--- config.mk ---
export PLATFORM = sky130hd
export DESIGN_NAME = tds_top
export DESIGN_NICKNAME = d
export VERILOG_FILES = /design/src/tds_pkg.sv /design/src/tds_pulse.sv /design/src/tds_top.sv
export SDC_FILE = /design/constraint.sdc
export NUM_CORES = 1
export LEC_CHECK = 0
export ABC_CLOCK_PERIOD_IN_PS = 9430
export BUFFER_PORTS_ARGS = -buffer_cell sky130_fd_sc_hd__buf_2
export CAP_MARGIN = 20
export CORE_MARGIN = 2
export CORE_UTILIZATION = 66
export CTS_CLUSTER_DIAMETER = 150
export DETAILED_ROUTE_END_ITERATION = 10
export PLACE_DENSITY = 0.83
export SLEW_MARGIN = 15
export SYNTH_ARGS = -nofsm -noshare
export SYNTH_HDL_FRONTEND = slang
export SYNTH_SLANG_ARGS = --single-unit
--- constraint.sdc ---
create_clock -name pclk -period 9.43 [get_ports pclk]
set_clock_uncertainty 0.15 [all_clocks]
set_input_delay 0 -clock pclk [delete_from_list [all_inputs] [get_ports pclk]]
set_output_delay 0 -clock pclk [all_outputs]
set_load 0.01 [all_outputs]
--- src/tds_pkg.sv ---
// Shared constants for the time-of-day counter with sync
package tds_pkg;

    // ------------------------------------------------------------------
    // Clock and timing
    // ------------------------------------------------------------------
    localparam int CLK_NS          = 50;                  // pclk period, 20 MHz
    localparam int REF_PERIOD_NS   = 1000;                // 1 MHz reference
    localparam int INT_DIV_CYC     = REF_PERIOD_NS / CLK_NS;
    localparam int TICK_W_NS       = 20000;               // Second/ten-second pulse width
    localparam int TICK_W_CYC      = TICK_W_NS / CLK_NS;
    localparam int EVT_W_NS        = 10000;               // Event pulse width
    localparam int EVT_W_CYC       = EVT_W_NS / CLK_NS;
    localparam int REF_LOSS_NS     = 2000;                // No edge this long: reference gone
    localparam int REF_LOSS_CYC    = REF_LOSS_NS / CLK_NS;
    localparam int REF_GOOD_EDGES  = 4;                   // Counted edges to return to external; the first edge after a loss is not counted

    // ------------------------------------------------------------------
    // Register offsets (byte addresses)
    // ------------------------------------------------------------------
    localparam logic [7:0] OFF_CTRL     = 8'h00;
    localparam logic [7:0] OFF_STATUS   = 8'h04;
    localparam logic [7:0] OFF_MASK     = 8'h08;
    localparam logic [7:0] OFF_PRE_TIME = 8'h0C;
    localparam logic [7:0] OFF_PRE_SUB  = 8'h10;
    localparam logic [7:0] OFF_PRE_DAY  = 8'h14;
    localparam logic [7:0] OFF_TIME     = 8'h18;
    localparam logic [7:0] OFF_DAY      = 8'h1C;
    localparam logic [7:0] OFF_SUB      = 8'h20;

    // ------------------------------------------------------------------
    // Control fields
    // ------------------------------------------------------------------
    localparam int CTRL_ARM      = 0;
    localparam int CTRL_SUBSEC   = 1;
    localparam int CTRL_SYNC_INT = 2;
    localparam int CTRL_EVT_EN   = 3;
    localparam int CTRL_RATE_A   = 4;                     // Bits 6:4
    localparam int CTRL_RATE_B   = 7;                     // Bits 9:7
    localparam int CTRL_REF_INT  = 10;                    // Read only

    // Event rate codes
    localparam logic [2:0] RATE_SEC  = 3'h0;
    localparam logic [2:0] RATE_TEN  = 3'h1;
    localparam logic [2:0] RATE_MIN  = 3'h2;
    localparam logic [2:0] RATE_HOUR = 3'h3;
    localparam logic [2:0] RATE_DAY  = 3'h4;
    localparam logic [2:0] RATE_A_RST = RATE_DAY;
    localparam logic [2:0] RATE_B_RST = RATE_SEC;

    // Status bits
    localparam int ST_SEC     = 0;
    localparam int ST_LOAD    = 1;
    localparam int ST_REF_LOST = 2;
    localparam int ST_REF_BACK = 3;
    localparam int ST_EVT_A   = 4;
    localparam int ST_EVT_B   = 5;
    localparam int ST_W       = 6;

    // Day-of-year limits (BCD)
    localparam logic [11:0] DAY_FIRST = 12'h001;
    localparam logic [11:0] DAY_LAST  = 12'h366;

    // Reference selection states
    typedef enum logic [1:0] {
        REF_EXT = 2'b01,
        REF_INT = 2'b10
    } tds_ref_e;

endpackage

--- src/tds_pulse.sv ---
// Fixed-width pulse stretcher for tick and event outputs
`timescale 1ns/1ps
`default_nettype none

module tds_pulse #(
    parameter int WIDTH_CYC = 400
) (
    input  wire logic pclk,
    input  wire logic presetn,
    input  wire logic fire,
    output logic      pulse
);
    typedef struct packed {
        logic        active;
        logic [15:0] cnt;
    } tds_pulse_s;

    tds_pulse_s st_reg;
    tds_pulse_s st_next;

    // Restart on every fire; a new fire extends the pulse
    always_comb
    begin
        st_next = st_reg;
        if (fire)
        begin
            st_next.active = 1'b1;
            st_next.cnt    = 16'(WIDTH_CYC - 1);
        end
        else if (st_reg.cnt != 16'h0000)
            st_next.cnt = st_reg.cnt - 16'h0001;
        else
            st_next.active = 1'b0;
    end

    always_ff @(posedge pclk or negedge presetn)
    begin
        if (!presetn)
            st_reg <= '0;
        else
            st_reg <= st_next;
    end

    assign pulse = st_reg.active;
endmodule

`default_nettype wire

--- src/tds_top.sv ---
// Time-of-day counter with reference fallback, sync load and event outputs
//
// Overview of operation
// - Divide the 1 MHz reference to a second tick; advance day and time from it.
// - Use internal 1 MHz when external reference vanishes; return when it comes back.
// - Ten-second tick output is a pulse about 20 us wide.
// - Each event output picks its rate: second, ten seconds, minute, hour, day.
// - Every event pulse is 10 us wide.
// - After reset event A runs daily and event B per second.
// - Daily rate fires when time to the microsecond equals preset; needs event enable.
// - Per-second event is delayed by the subsecond preset; zero means with tick.
// - Hours, minutes and seconds always shown as 20 BCD lines.
// - Code lines: tens hours 2, hours 4, tens min 3, min 4, tens sec 3, sec 4.
// - Armed full-set: next sync edge loads day and time and aligns the tick.
// - Internal sync source uses the next ten-second tick as the event.
// - Subsecond-only mode realigns the divider and leaves day and time alone.
// - After one armed load, further sync edges are ignored until rearmed.
// - On the sync event every divider decade loads its preset digit at once.
`timescale 1ns/1ps
`default_nettype none

module tds_top
    import tds_pkg::*;
(
    input  wire logic        pclk,
    input  wire logic        presetn,
    input  wire logic        psel,
    input  wire logic        penable,
    input  wire logic        pwrite,
    input  wire logic [7:0]  paddr,
    input  wire logic [31:0] pwdata,
    output logic [31:0]      prdata,
    output logic             pready,
    output logic             pslverr,
    input  wire logic        ext_ref,
    input  wire logic        sync_in,
    output logic             second_tick,
    output logic             ten_second_tick,
    output logic             event_output_a,
    output logic             event_output_b,
    output logic [19:0]      time_code,
    output logic             ref_internal,
    output logic             sync_armed,
    output logic             irq
);
    typedef struct packed {
        tds_ref_e         ref_st;
        logic             ref_prev;
        logic [6:0]       gap;
        logic [2:0]       good;
        logic [4:0]       div;
        logic             sync_prev;
        logic             armed;
        logic             subsec_only;
        logic             sync_int;
        logic             event_en;
        logic [2:0]       rate_a;
        logic [2:0]       rate_b;
        logic [19:0]      pre_time;
        logic [23:0]      pre_sub;
        logic [11:0]      pre_day;
        logic [5:0][3:0]  sub;
        logic [19:0]      tod;        // Packed as the time code lines
        logic [11:0]      day;
        logic [ST_W-1:0]  status;
        logic [ST_W-1:0]  mask;
        logic             irq;
        logic             pready;
        logic             pslverr;
        logic [31:0]      prdata;
    } tds_s;

    tds_s st_reg;
    tds_s st_next;

    logic us_tick, ref_edge, sync_rise, trigger, sec_roll, sec_strobe;
    logic ten_strobe, min_strobe, hr_strobe, day_strobe;
    logic sec_evt, day_evt, fire_a, fire_b;
    logic setup, access, wr;
    logic [3:0] fires;

    // Rate selector for the event outputs
    function automatic logic rate_pick(input logic [2:0] rate, input logic s, input logic t,
                                       input logic m, input logic h, input logic d);
        logic r;
        r = 1'b0;
        case (rate)
            RATE_SEC:  r = s;
            RATE_TEN:  r = t;
            RATE_MIN:  r = m;
            RATE_HOUR: r = h;
            RATE_DAY:  r = d;
            default:   r = 1'b0;
        endcase
        return r;
    endfunction

    // ------------------------------------------------------------------
    // Next-state logic
    // ------------------------------------------------------------------
    always_comb
    begin
        logic       carry;
        logic [3:0] d0;
        st_next = st_reg;
        carry   = 1'b0;
        d0      = 4'h0;
        us_tick = 1'b0;                  // Illegal reference state gives no tick

        // Reference watch: edges of ext_ref, gap counter, fallback divider
        ref_edge         = ext_ref & ~st_reg.ref_prev;
        st_next.ref_prev = ext_ref;
        st_next.div      = (st_reg.div == 5'(INT_DIV_CYC - 1)) ? 5'h00 : st_reg.div + 5'h01;
        if (ref_edge)
            st_next.gap = 7'h00;
        else if (st_reg.gap != 7'(REF_LOSS_CYC))
            st_next.gap = st_reg.gap + 7'h01;
        unique case (st_reg.ref_st)
            REF_EXT:
            begin
                us_tick = ref_edge;
                if (st_reg.gap == 7'(REF_LOSS_CYC))
                begin
                    st_next.ref_st = REF_INT;
                    st_next.good   = 3'h0;
                    st_next.div    = 5'h00;
                end
            end
            REF_INT:
            begin
                us_tick = (st_reg.div == 5'(INT_DIV_CYC - 1));
                if (st_reg.gap == 7'(REF_LOSS_CYC))
                    st_next.good = 3'h0;
                else if (ref_edge)
                    st_next.good = st_reg.good + 3'h1;
                if (ref_edge && st_reg.good == 3'(REF_GOOD_EDGES - 1))
                    st_next.ref_st = REF_EXT;
            end
        endcase

        // Subsecond decades, microseconds upward
        carry = us_tick;
        for (int i = 0; i < 6; i++)
        begin
            if (carry)
            begin
                st_next.sub[i] = (st_reg.sub[i] == 4'h9) ? 4'h0 : st_reg.sub[i] + 4'h1;
                carry          = (st_reg.sub[i] == 4'h9);
            end
        end
        sec_roll = carry;

        // Seconds, minutes, hours, day (tod = hrT,hrU,mnT,mnU,scT,scU)
        ten_strobe = sec_roll && st_reg.tod[3:0] == 4'h9;
        min_strobe = ten_strobe && st_reg.tod[6:4] == 3'h5;
        hr_strobe  = min_strobe && st_reg.tod[10:7] == 4'h9 && st_reg.tod[13:11] == 3'h5;
        day_strobe = hr_strobe && st_reg.tod[19:18] == 2'h2 && st_reg.tod[17:14] == 4'h3;
        if (sec_roll)
            st_next.tod[3:0] = ten_strobe ? 4'h0 : st_reg.tod[3:0] + 4'h1;
        if (ten_strobe)
            st_next.tod[6:4] = min_strobe ? 3'h0 : st_reg.tod[6:4] + 3'h1;
        if (min_strobe)
            st_next.tod[10:7] = (st_reg.tod[10:7] == 4'h9) ? 4'h0 : st_reg.tod[10:7] + 4'h1;
        if (min_strobe && st_reg.tod[10:7] == 4'h9)
            st_next.tod[13:11] = hr_strobe ? 3'h0 : st_reg.tod[13:11] + 3'h1;
        if (day_strobe)
            st_next.tod[19:14] = 6'h00;
        else if (hr_strobe && st_reg.tod[17:14] == 4'h9)
        begin
            st_next.tod[17:14] = 4'h0;
            st_next.tod[19:18] = st_reg.tod[19:18] + 2'h1;
        end
        else if (hr_strobe)
            st_next.tod[17:14] = st_reg.tod[17:14] + 4'h1;
        if (day_strobe)
        begin
            if (st_reg.day == DAY_LAST)
                st_next.day = DAY_FIRST;
            else
            begin
                carry = 1'b1;
                for (int i = 0; i < 3; i++)
                begin
                    d0 = st_reg.day[i*4 +: 4];
                    if (carry)
                    begin
                        st_next.day[i*4 +: 4] = (d0 == 4'h9) ? 4'h0 : d0 + 4'h1;
                        carry                 = (d0 == 4'h9);
                    end
                end
            end
        end

        // Armed sync: one load, then ignore edges until rearmed
        sync_rise         = sync_in & ~st_reg.sync_prev;
        st_next.sync_prev = sync_in;
        trigger = st_reg.armed && (st_reg.sync_int ? ten_strobe : sync_rise);
        if (trigger)
        begin
            st_next.sub   = st_reg.pre_sub;
            st_next.div   = 5'h00;
            st_next.armed = 1'b0;
            if (!st_reg.subsec_only)
            begin
                st_next.tod = st_reg.pre_time;
                st_next.day = st_reg.pre_day;
            end
        end
        // Zero subsecond preset puts the tick on the sync edge itself
        sec_strobe = trigger ? (st_reg.pre_sub == 24'h00_0000) : sec_roll;

        // Event strobes, evaluated on the value the counters take next
        sec_evt = (us_tick || trigger) && st_next.sub == st_reg.pre_sub;
        day_evt = sec_evt && st_next.tod == st_reg.pre_time;
        fire_a  = st_reg.event_en && rate_pick(st_reg.rate_a, sec_evt, ten_strobe,
                                               min_strobe, hr_strobe, day_evt);
        fire_b  = st_reg.event_en && rate_pick(st_reg.rate_b, sec_evt, ten_strobe,
                                               min_strobe, hr_strobe, day_evt);

        // APB slave: answer one cycle after setup, no wait beyond that
        setup   = psel && !penable;
        access  = psel && penable && st_reg.pready;
        wr      = access && pwrite;
        st_next.pready  = setup;
        st_next.pslverr = 1'b0;
        if (setup)
        begin
            st_next.prdata = 32'h0000_0000;
            case (paddr)
                OFF_CTRL:     st_next.prdata[10:0] = {st_reg.ref_st == REF_INT,
                                  st_reg.rate_b, st_reg.rate_a, st_reg.event_en,
                                  st_reg.sync_int, st_reg.subsec_only, st_reg.armed};
                OFF_STATUS:   st_next.prdata[ST_W-1:0] = st_reg.status;
                OFF_MASK:     st_next.prdata[ST_W-1:0] = st_reg.mask;
                OFF_PRE_TIME: st_next.prdata[19:0] = st_reg.pre_time;
                OFF_PRE_SUB:  st_next.prdata[23:0] = st_reg.pre_sub;
                OFF_PRE_DAY:  st_next.prdata[11:0] = st_reg.pre_day;
                OFF_TIME:     st_next.prdata[19:0] = st_reg.tod;
                OFF_DAY:      st_next.prdata[11:0] = st_reg.day;
                OFF_SUB:      st_next.prdata[23:0] = st_reg.sub;
                default:      st_next.pslverr = 1'b1;
            endcase
        end
        if (wr)
        begin
            case (paddr)
                OFF_CTRL:
                begin
                    if (pwdata[CTRL_ARM])
                        st_next.armed = 1'b1;      // Rearm beats a same-cycle load
                    st_next.subsec_only = pwdata[CTRL_SUBSEC];
                    st_next.sync_int    = pwdata[CTRL_SYNC_INT];
                    st_next.event_en    = pwdata[CTRL_EVT_EN];
                    st_next.rate_a      = pwdata[CTRL_RATE_A +: 3];
                    st_next.rate_b      = pwdata[CTRL_RATE_B +: 3];
                end
                OFF_MASK:     st_next.mask     = pwdata[ST_W-1:0];
                OFF_PRE_TIME: st_next.pre_time = pwdata[19:0];
                OFF_PRE_SUB:  st_next.pre_sub  = pwdata[23:0];
                OFF_PRE_DAY:  st_next.pre_day  = pwdata[11:0];
                default:      ;
            endcase
        end

        // Sticky status: write one clears, a new event in the same cycle wins
        if (wr && paddr == OFF_STATUS)
            st_next.status = st_reg.status & ~pwdata[ST_W-1:0];
        st_next.status = st_next.status | {fire_b, fire_a,
            st_reg.ref_st == REF_INT && st_next.ref_st == REF_EXT,
            st_reg.ref_st == REF_EXT && st_next.ref_st == REF_INT, trigger, sec_strobe};
        st_next.irq = |(st_next.status & st_next.mask);
        fires = {fire_b, fire_a, ten_strobe && !trigger, sec_strobe};
    end

    // ------------------------------------------------------------------
    // State register
    // ------------------------------------------------------------------
    always_ff @(posedge pclk or negedge presetn)
    begin
        if (!presetn)
        begin
            st_reg        <= '0;
            st_reg.ref_st <= REF_EXT;
            st_reg.rate_a <= RATE_A_RST;
            st_reg.rate_b <= RATE_B_RST;
            st_reg.day    <= DAY_FIRST;
        end
        else
            st_reg <= st_next;
    end

    // ------------------------------------------------------------------
    // Pulse outputs: ticks 20 us, events 10 us
    // ------------------------------------------------------------------
    localparam int PW [4] = '{TICK_W_CYC, TICK_W_CYC, EVT_W_CYC, EVT_W_CYC};
    logic [3:0] pulses;
    for (genvar g = 0; g < 4; g++)
    begin : g_pulse
        tds_pulse #(.WIDTH_CYC(PW[g])) u_pulse (
            .pclk    (pclk),
            .presetn (presetn),
            .fire    (fires[g]),
            .pulse   (pulses[g])
        );
    end

    assign second_tick     = pulses[0];
    assign ten_second_tick = pulses[1];
    assign event_output_a  = pulses[2];
    assign event_output_b  = pulses[3];
    assign time_code       = st_reg.tod;
    assign ref_internal    = (st_reg.ref_st == REF_INT);
    assign sync_armed      = st_reg.armed;
    assign irq             = st_reg.irq;
    assign prdata          = st_reg.prdata;
    assign pready          = st_reg.pready;
    assign pslverr         = st_reg.pslverr;
endmodule

`default_nettype wire

After elaboration in Yosys (flattened, before gate mapping)
Cells that the tools add are included.

Register bits after elaboration: 248. Bits of input ports: 47. Output and inout port bits: 61. Logic and storage cells: 250. Memory bits (writable): 0. Memories: 0. Latch bits: 0. Memory bits (read-only): 0.

Eq/ne operators: 49. Bitwise operators: 8. $add $sub $neg: 22. Div/mod/pow operators: 0. Multiplexer cells: 90. Magnitude comparators: 0. Multipliers: 0. Reductions and logical operators: 44. Shift-type cells: 0.

Operators with widths (number): $mux 4 (23); $mux 17 (4); $mux 66 (1); $mux 16 (4); $reduce_bool 16->1 (4); $sub 16x1->16 const B (4); $mux 56 (1); $pmux 6 s9 (1); $add 4x1->4 const B (12); $eq 4x4->1 const B (12); $mux 12 (3); $pmux 5 s7 (1); $mux 33 (1); $eq 8x5->1 const B (4); $mux 32 (1); $pmux 8 s4 (1); $eq 24x24->1 (1); $logic_not 24->1 (1); $mux 24 (1); $mux 6 (4); $logic_and 1x1->1 (21); $eq 20x20->1 (1); $mux 1 (20); $mux 20 (1); 45 further kinds (86).

Logic depth before layout (Yosys ltp)
Depth in word-level cells: 32. Gate-level depth with buffers: 16. Mapped depth without buffers: 12.

Hierarchy
Synthesis repeated with hierarchy kept, for this count alone.

Cell total of the unflattened synthesis: 1589. Area total of the unflattened synthesis: 15043.2 µm².

Modules (own cells, without submodules): tds_top (times used 1, cells an instance 1197, area an instance 11207.0 µm², seq. area each 4508.1 µm²); tds_pulse (g_pulse[0].u_pulse ...) (times used 2, cells an instance 98, area an instance 994.7 µm², seq. area each 425.4 µm²); tds_pulse (g_pulse[2].u_pulse ...) (times used 2, cells an instance 98, area an instance 923.4 µm², seq. area each 425.4 µm²).

Worst setup path before layout
Ideal clock, no wire load.

Kind: flip-flop to flip-flop. Start point: reg st_reg, in the netlist time_code[1]. End point: reg g_pulse[2].u_pulse.st_reg[11] (netlist name). Data required time: 9160 ps. Setup slack: 5481 ps. Cell stages (with the launch flop): 16. Path buffers: 3. Library setup time: 120 ps. Arrival time: 3679 ps. Clock period less this slack: 3949 ps. Path through: dfrtp_1 inv_1 ha_1 and3b_1 clkbuf_1 nand3_1 nor4_1 mux2i_1 xor2_1 nand4_1 or4b_1 o31a_1 or3_1 buf_2 buf_6 and3_1.

Word-level cells in the longest chain between the ends: 15. Elaborated cells between the ends (all ways): 33. Those cells by class: 1 x add/sub; 3 x eq/ne; 16 x mux; 13 x reduce/logical.

RTL lines: from (decl) (RTL line tds_top.sv:73) `tds_s st_reg;`; from (signal assigned) (RTL line tds_top.sv:289) `st_reg <= st_next;`; $eq 4x4->1 (RTL line tds_top.sv:154) `ten_strobe = sec_roll && st_reg.tod[3:0] == 4'h9;`; $logic_and 1x1->1 (RTL line tds_top.sv:154); $logic_and 1x1->1 (RTL line tds_top.sv:155) `min_strobe = ten_strobe && st_reg.tod[6:4] == 3'h5;`; $logic_and 1x1->1 (RTL line tds_top.sv:156, tds_top.sv:164); $logic_and 1x1->1 (RTL line tds_top.sv:156) `hr_strobe = min_strobe && st_reg.tod[10:7] == 4'h9 && st_reg.tod[13:11] == 3'h5;`; $mux 4 (tied with other cells) (RTL line tds_top.sv:173) `else if (hr_strobe)`; $mux 4 (tied with other cells) (RTL line tds_top.sv:168) `else if (hr_strobe && st_reg.tod[17:14] == 4'h9)`; $mux 6 (RTL line tds_top.sv:166) `if (day_strobe)`; $mux 32 (RTL line tds_top.sv:203) `if (!st_reg.subsec_only)`; $mux 56 (RTL line tds_top.sv:198) `if (trigger)`; $eq 20x20->1 (RTL line tds_top.sv:214) `day_evt = sec_evt && st_next.tod == st_reg.pre_time;`; $logic_and 1x1->1 (RTL line tds_top.sv:214); $pmux 1 s5 * (RTL line tds_top.sv:87) `case (rate)`; $logic_and 1x1->1 * (RTL line tds_top.sv:215) `fire_a = st_reg.event_en && rate_pick(st_reg.rate_a, sec_evt, ten_strobe,`; $mux 17 or $reduce_bool 2->1 (tied branches); to (signal assigned) (RTL line tds_pulse.sv:41) `st_reg <= st_next;`; to (decl) (RTL line tds_pulse.sv:18) `tds_pulse_s st_reg;`.

Every way passes the cells marked *; elsewhere a longest branch is shown, timed or not. A chain may end at the register's enable or synchronous reset.

Worst setup path in the final report
Start point: reg st_reg[185] (netlist name). End point: reg g_pulse[2].u_pulse.st_reg[12] (netlist name).

Word-level cells in the longest chain between the ends: 23. Elaborated cells between the ends (all ways): 46. Those cells by class: 2 x eq/ne; 29 x mux; 2 x bitwise; 13 x reduce/logical.

RTL lines: $not 1->1 * (RTL line tds_top.sv:111) `ref_edge = ext_ref & ~st_reg.ref_prev;`; $and 1x1->1 * (RTL line tds_top.sv:111); $pmux 1 s2 * (RTL line tds_top.sv:118) `unique case (st_reg.ref_st)`; $mux 1 (6 in a row) (RTL line tds_top.sv:145) `if (carry)`; $logic_and 1x1->1 (RTL line tds_top.sv:154); $logic_and 1x1->1 (RTL line tds_top.sv:155); $logic_and 1x1->1 (RTL line tds_top.sv:156, tds_top.sv:164); $logic_and 1x1->1 (RTL line tds_top.sv:156); [2 not listed]; $mux 6 (RTL line tds_top.sv:166); $mux 32 (RTL line tds_top.sv:203); $mux 56 (RTL line tds_top.sv:198); $eq 20x20->1 (RTL line tds_top.sv:214); $logic_and 1x1->1 (RTL line tds_top.sv:214); $pmux 1 s5 * (RTL line tds_top.sv:87); $logic_and 1x1->1 * (RTL line tds_top.sv:215); $mux 17 or $reduce_bool 2->1 (tied branches).

Marks and branches as above.

==> metrics <==
Post-CTS Hold Fix Bufs 45; DRC 0; Reg area 0.006210 sq mm; worst-path fanout max 50; WP depth 12; Buffers on Ports 91; full die area 0.02428 sq mm; pre-CTS setup slack 3.989 ns; Overall Power 2.604 mW; post-layout util 74.31%; Cells after Synth 1658; cell area after synthesis 0.01521 sq mm; Worst setup SP type flop; Synth cell types 87; clock tree from TritonCTS yes; max frequency 0.1891 GHz; nets@finish 1769; DP HPWL 29.81 mm; Critical Path AT 5.57 ns; setup tns final 0 ns; Total GRT Usage 36.17%; Buf+Inv Stages, Crit Path 2; total grt overflow 0; antenna violations before repair 0; Leak Pwr 7.598 nW; commonest non-fill, non-tap cell in the layout dfrtp_1; Initial Util 67.18%; vias in the first global route 12850; Sink Count 248; vias per std cell 6.675; Inst Count DP 1914; total number of vias 13404; RR Startpoint st_reg[185]; final std cells w/o fill 2008; Worst Setup Path Type flop to flop; outcome completed; Layout fillers 1645; htree depth 1; first-pass GRT wire length 69.66 mm; WP data required 9.72 ns; post-CTS setup buffer count 0; Avg Cell Area, Syn 9.174 sq um; CP max stage delay 0.82 ns; min Tclk post-route 5.288 ns; commonest cells after routing, fill and taps aside 245 x dfrtp_1, 172 x nand2_1, 149 x nor2_1; Area Growth Syn to Fin 10.60%; number of placed I/O pins 108; Die X 155.8 microns; Antenna Nets Post-Route 0; Post-synth EDFFs 0; CTS Buf Count 27; period utilisation layout 56.07%; crit path to g_pulse[2].u_pulse.st_reg[12]; register area share after synthesis 40.82%; slew of the pin with the lowest slew margin 1.021 ns; DR iter-0 viols 1627; clock-pin slew on the worst setup and hold paths 0.06 ns; layout cell share with drive strength beyond 1 15.55%; Hold Vio Cnt, Final 0; worst skew pair latency 0.56 ns; R2R cell count 12; Routed WL 43.53 mm; r2r endpoint g_pulse[2].u_pulse.st_reg[12]; reg2reg setup slack 4.14 ns; row count 55; Post-synth ARST share 100.0%; maximum vdd drop 0.1723 mV; final setup violation count 0; Crit. End Element flop; max cap viols 0; die height 155.8 microns; max reg flops 132; class of the worst hold path input pin to flop; dominant synthesized flop cell dfrtp_1; post-CTS sizing 0; pins over their slew limit 0; multi-input logic area 0.008105 sq mm; CP Cell Sequence nor2b_1, mux2i_4, buf_4, nor4_1, nor2_1, nor2b_1, nand2_1, buf_4, a2bb2oi_1, o211ai_1, or3_1, and4_1; Antenna Diode Count 0; delay-heaviest family, CP simple AND/OR/NAND/NOR gates; PD cells 154.8 mW/mm^2; WL/cell 21.68 microns; clock root buffer clkbuf_16; Yosys Warn Count 0; clk buf depth 3; #FFs+latches synth 248; largest net degree at the start of global routing 96; setup ws final 4.142 ns; core region area 0.02264 sq mm; Worst path slowest cell nor2b_1; RSZ-0062 raised after global routing no; Final GP Congestion 1.002; Setup crit start st_reg[185]; Relative slew margins 31.77%; DRT Pass-1 Iters 9
==> final cells by class <==
class                      instances  area share (%)
sequential                       248           36.91
timing repair buffer             157           6.485
tap                              285           2.120
clock inverter                     7          0.4611
clock buffer                      41           4.864
multi-input combinational       1226           48.18
inverter                          44          0.9817
==> cells by family after synthesis <==
group | synth area share (%)
XOR/XNOR | 5.881
adder cells (fa/ha/maj) | 1.481
AND/OR/NAND/NOR | 23.87
AO/OA/AOI/OAI | 13.92
buffers and inverters | 6.260
other | 0.02465
multiplexers | 7.740
flip-flops | 40.82
==> synthesized netlist by cell type, types with 10 or more instances <==
library cell / n / area, sq um
a21o_1: 10 / 75.07
a21oi_1: 77 / 385.4
a221oi_1: 14 / 122.6
a222oi_1: 17 / 170.2
a22o_1: 12 / 105.1
a22oi_1: 17 / 127.6
a31oi_1: 14 / 87.58
and2_1: 11 / 68.82
and3_1: 26 / 162.7
buf_2: 20 / 100.1
buf_4: 54 / 405.4
clkbuf_1: 64 / 240.2
dfrtp_1: 245 / 6131
ha_1: 18 / 225.2
inv_1: 44 / 165.2
mux2_2: 83 / 934.7
mux2i_1: 22 / 220.2
nand2_1: 172 / 645.6
nand2b_1: 25 / 156.4
nand3_1: 38 / 190.2
nand3b_1: 14 / 105.1
nand4_1: 28 / 175.2
nor2_1: 149 / 559.3
nor2b_1: 25 / 156.4
nor3_1: 51 / 255.2
nor3b_1: 14 / 105.1
nor4_1: 41 / 256.5
o21ai_0: 64 / 320.3
o31ai_1: 13 / 97.59
or3_1: 13 / 81.33
or4_1: 15 / 112.6
xnor2_1: 53 / 464.2
xor2_1: 44 / 385.4
==> worst reg2reg max path, stage by stage (launching register included) <==
cell       delay [ns]
dfrtp_1          0.37
nor2b_1          0.72
mux2i_4          0.11
buf_4            0.34
nor4_1           0.81
nor2_1           0.13
nor2b_1          0.82
nand2_1          0.12
buf_4            0.28
a2bb2oi_1        0.19
o211ai_1         0.17
or3_1            0.68
and4_1           0.28
==> power breakdown <==
part	switching [mW]	internal [mW]
Clock	0.447	0.625
Sequential	0.0999	1.12
Combinational	0.176	0.139
Total	0.723	1.88
==> per-stage QoR <==
stage / area [sq um] / hold slack [ns]
after global placement: 15450 / -0.06917
after floorplan: 15240 / -0.4456
after CTS: 16810 / 0.005564
after global routing: 16820 / 0.04617
after detailed placement: 15450 / -0.06987
final: 16820 / 0.03218
==> metal layers <==
metal / part of all wire [%] / track usage, %
met1: 41 / 50.70
met2: 45 / 57.10
met3: 9.9 / 5.833
met4: 4.5 / 13.59
met5: 0 / 0
==> worst min-delay path by stage <==
stage | slack (ns) | end | cells after the start | from
6_report | 0.03 | pslverr | 4 | paddr[5]
4_1_cts | 0.006 | pslverr | 4 | paddr[5]
2_1_floorplan | -0.45 | g_pulse[0].u_pulse.pulse | 0 | presetn
3_5_place_dp | -0.07 | st_reg[138] | 1 | presetn
3_3_place_gp | -0.07 | st_reg[138] | 1 | presetn
5_1_grt | 0.05 | pslverr | 4 | paddr[5]
Power figures use the tool's default switching activity.
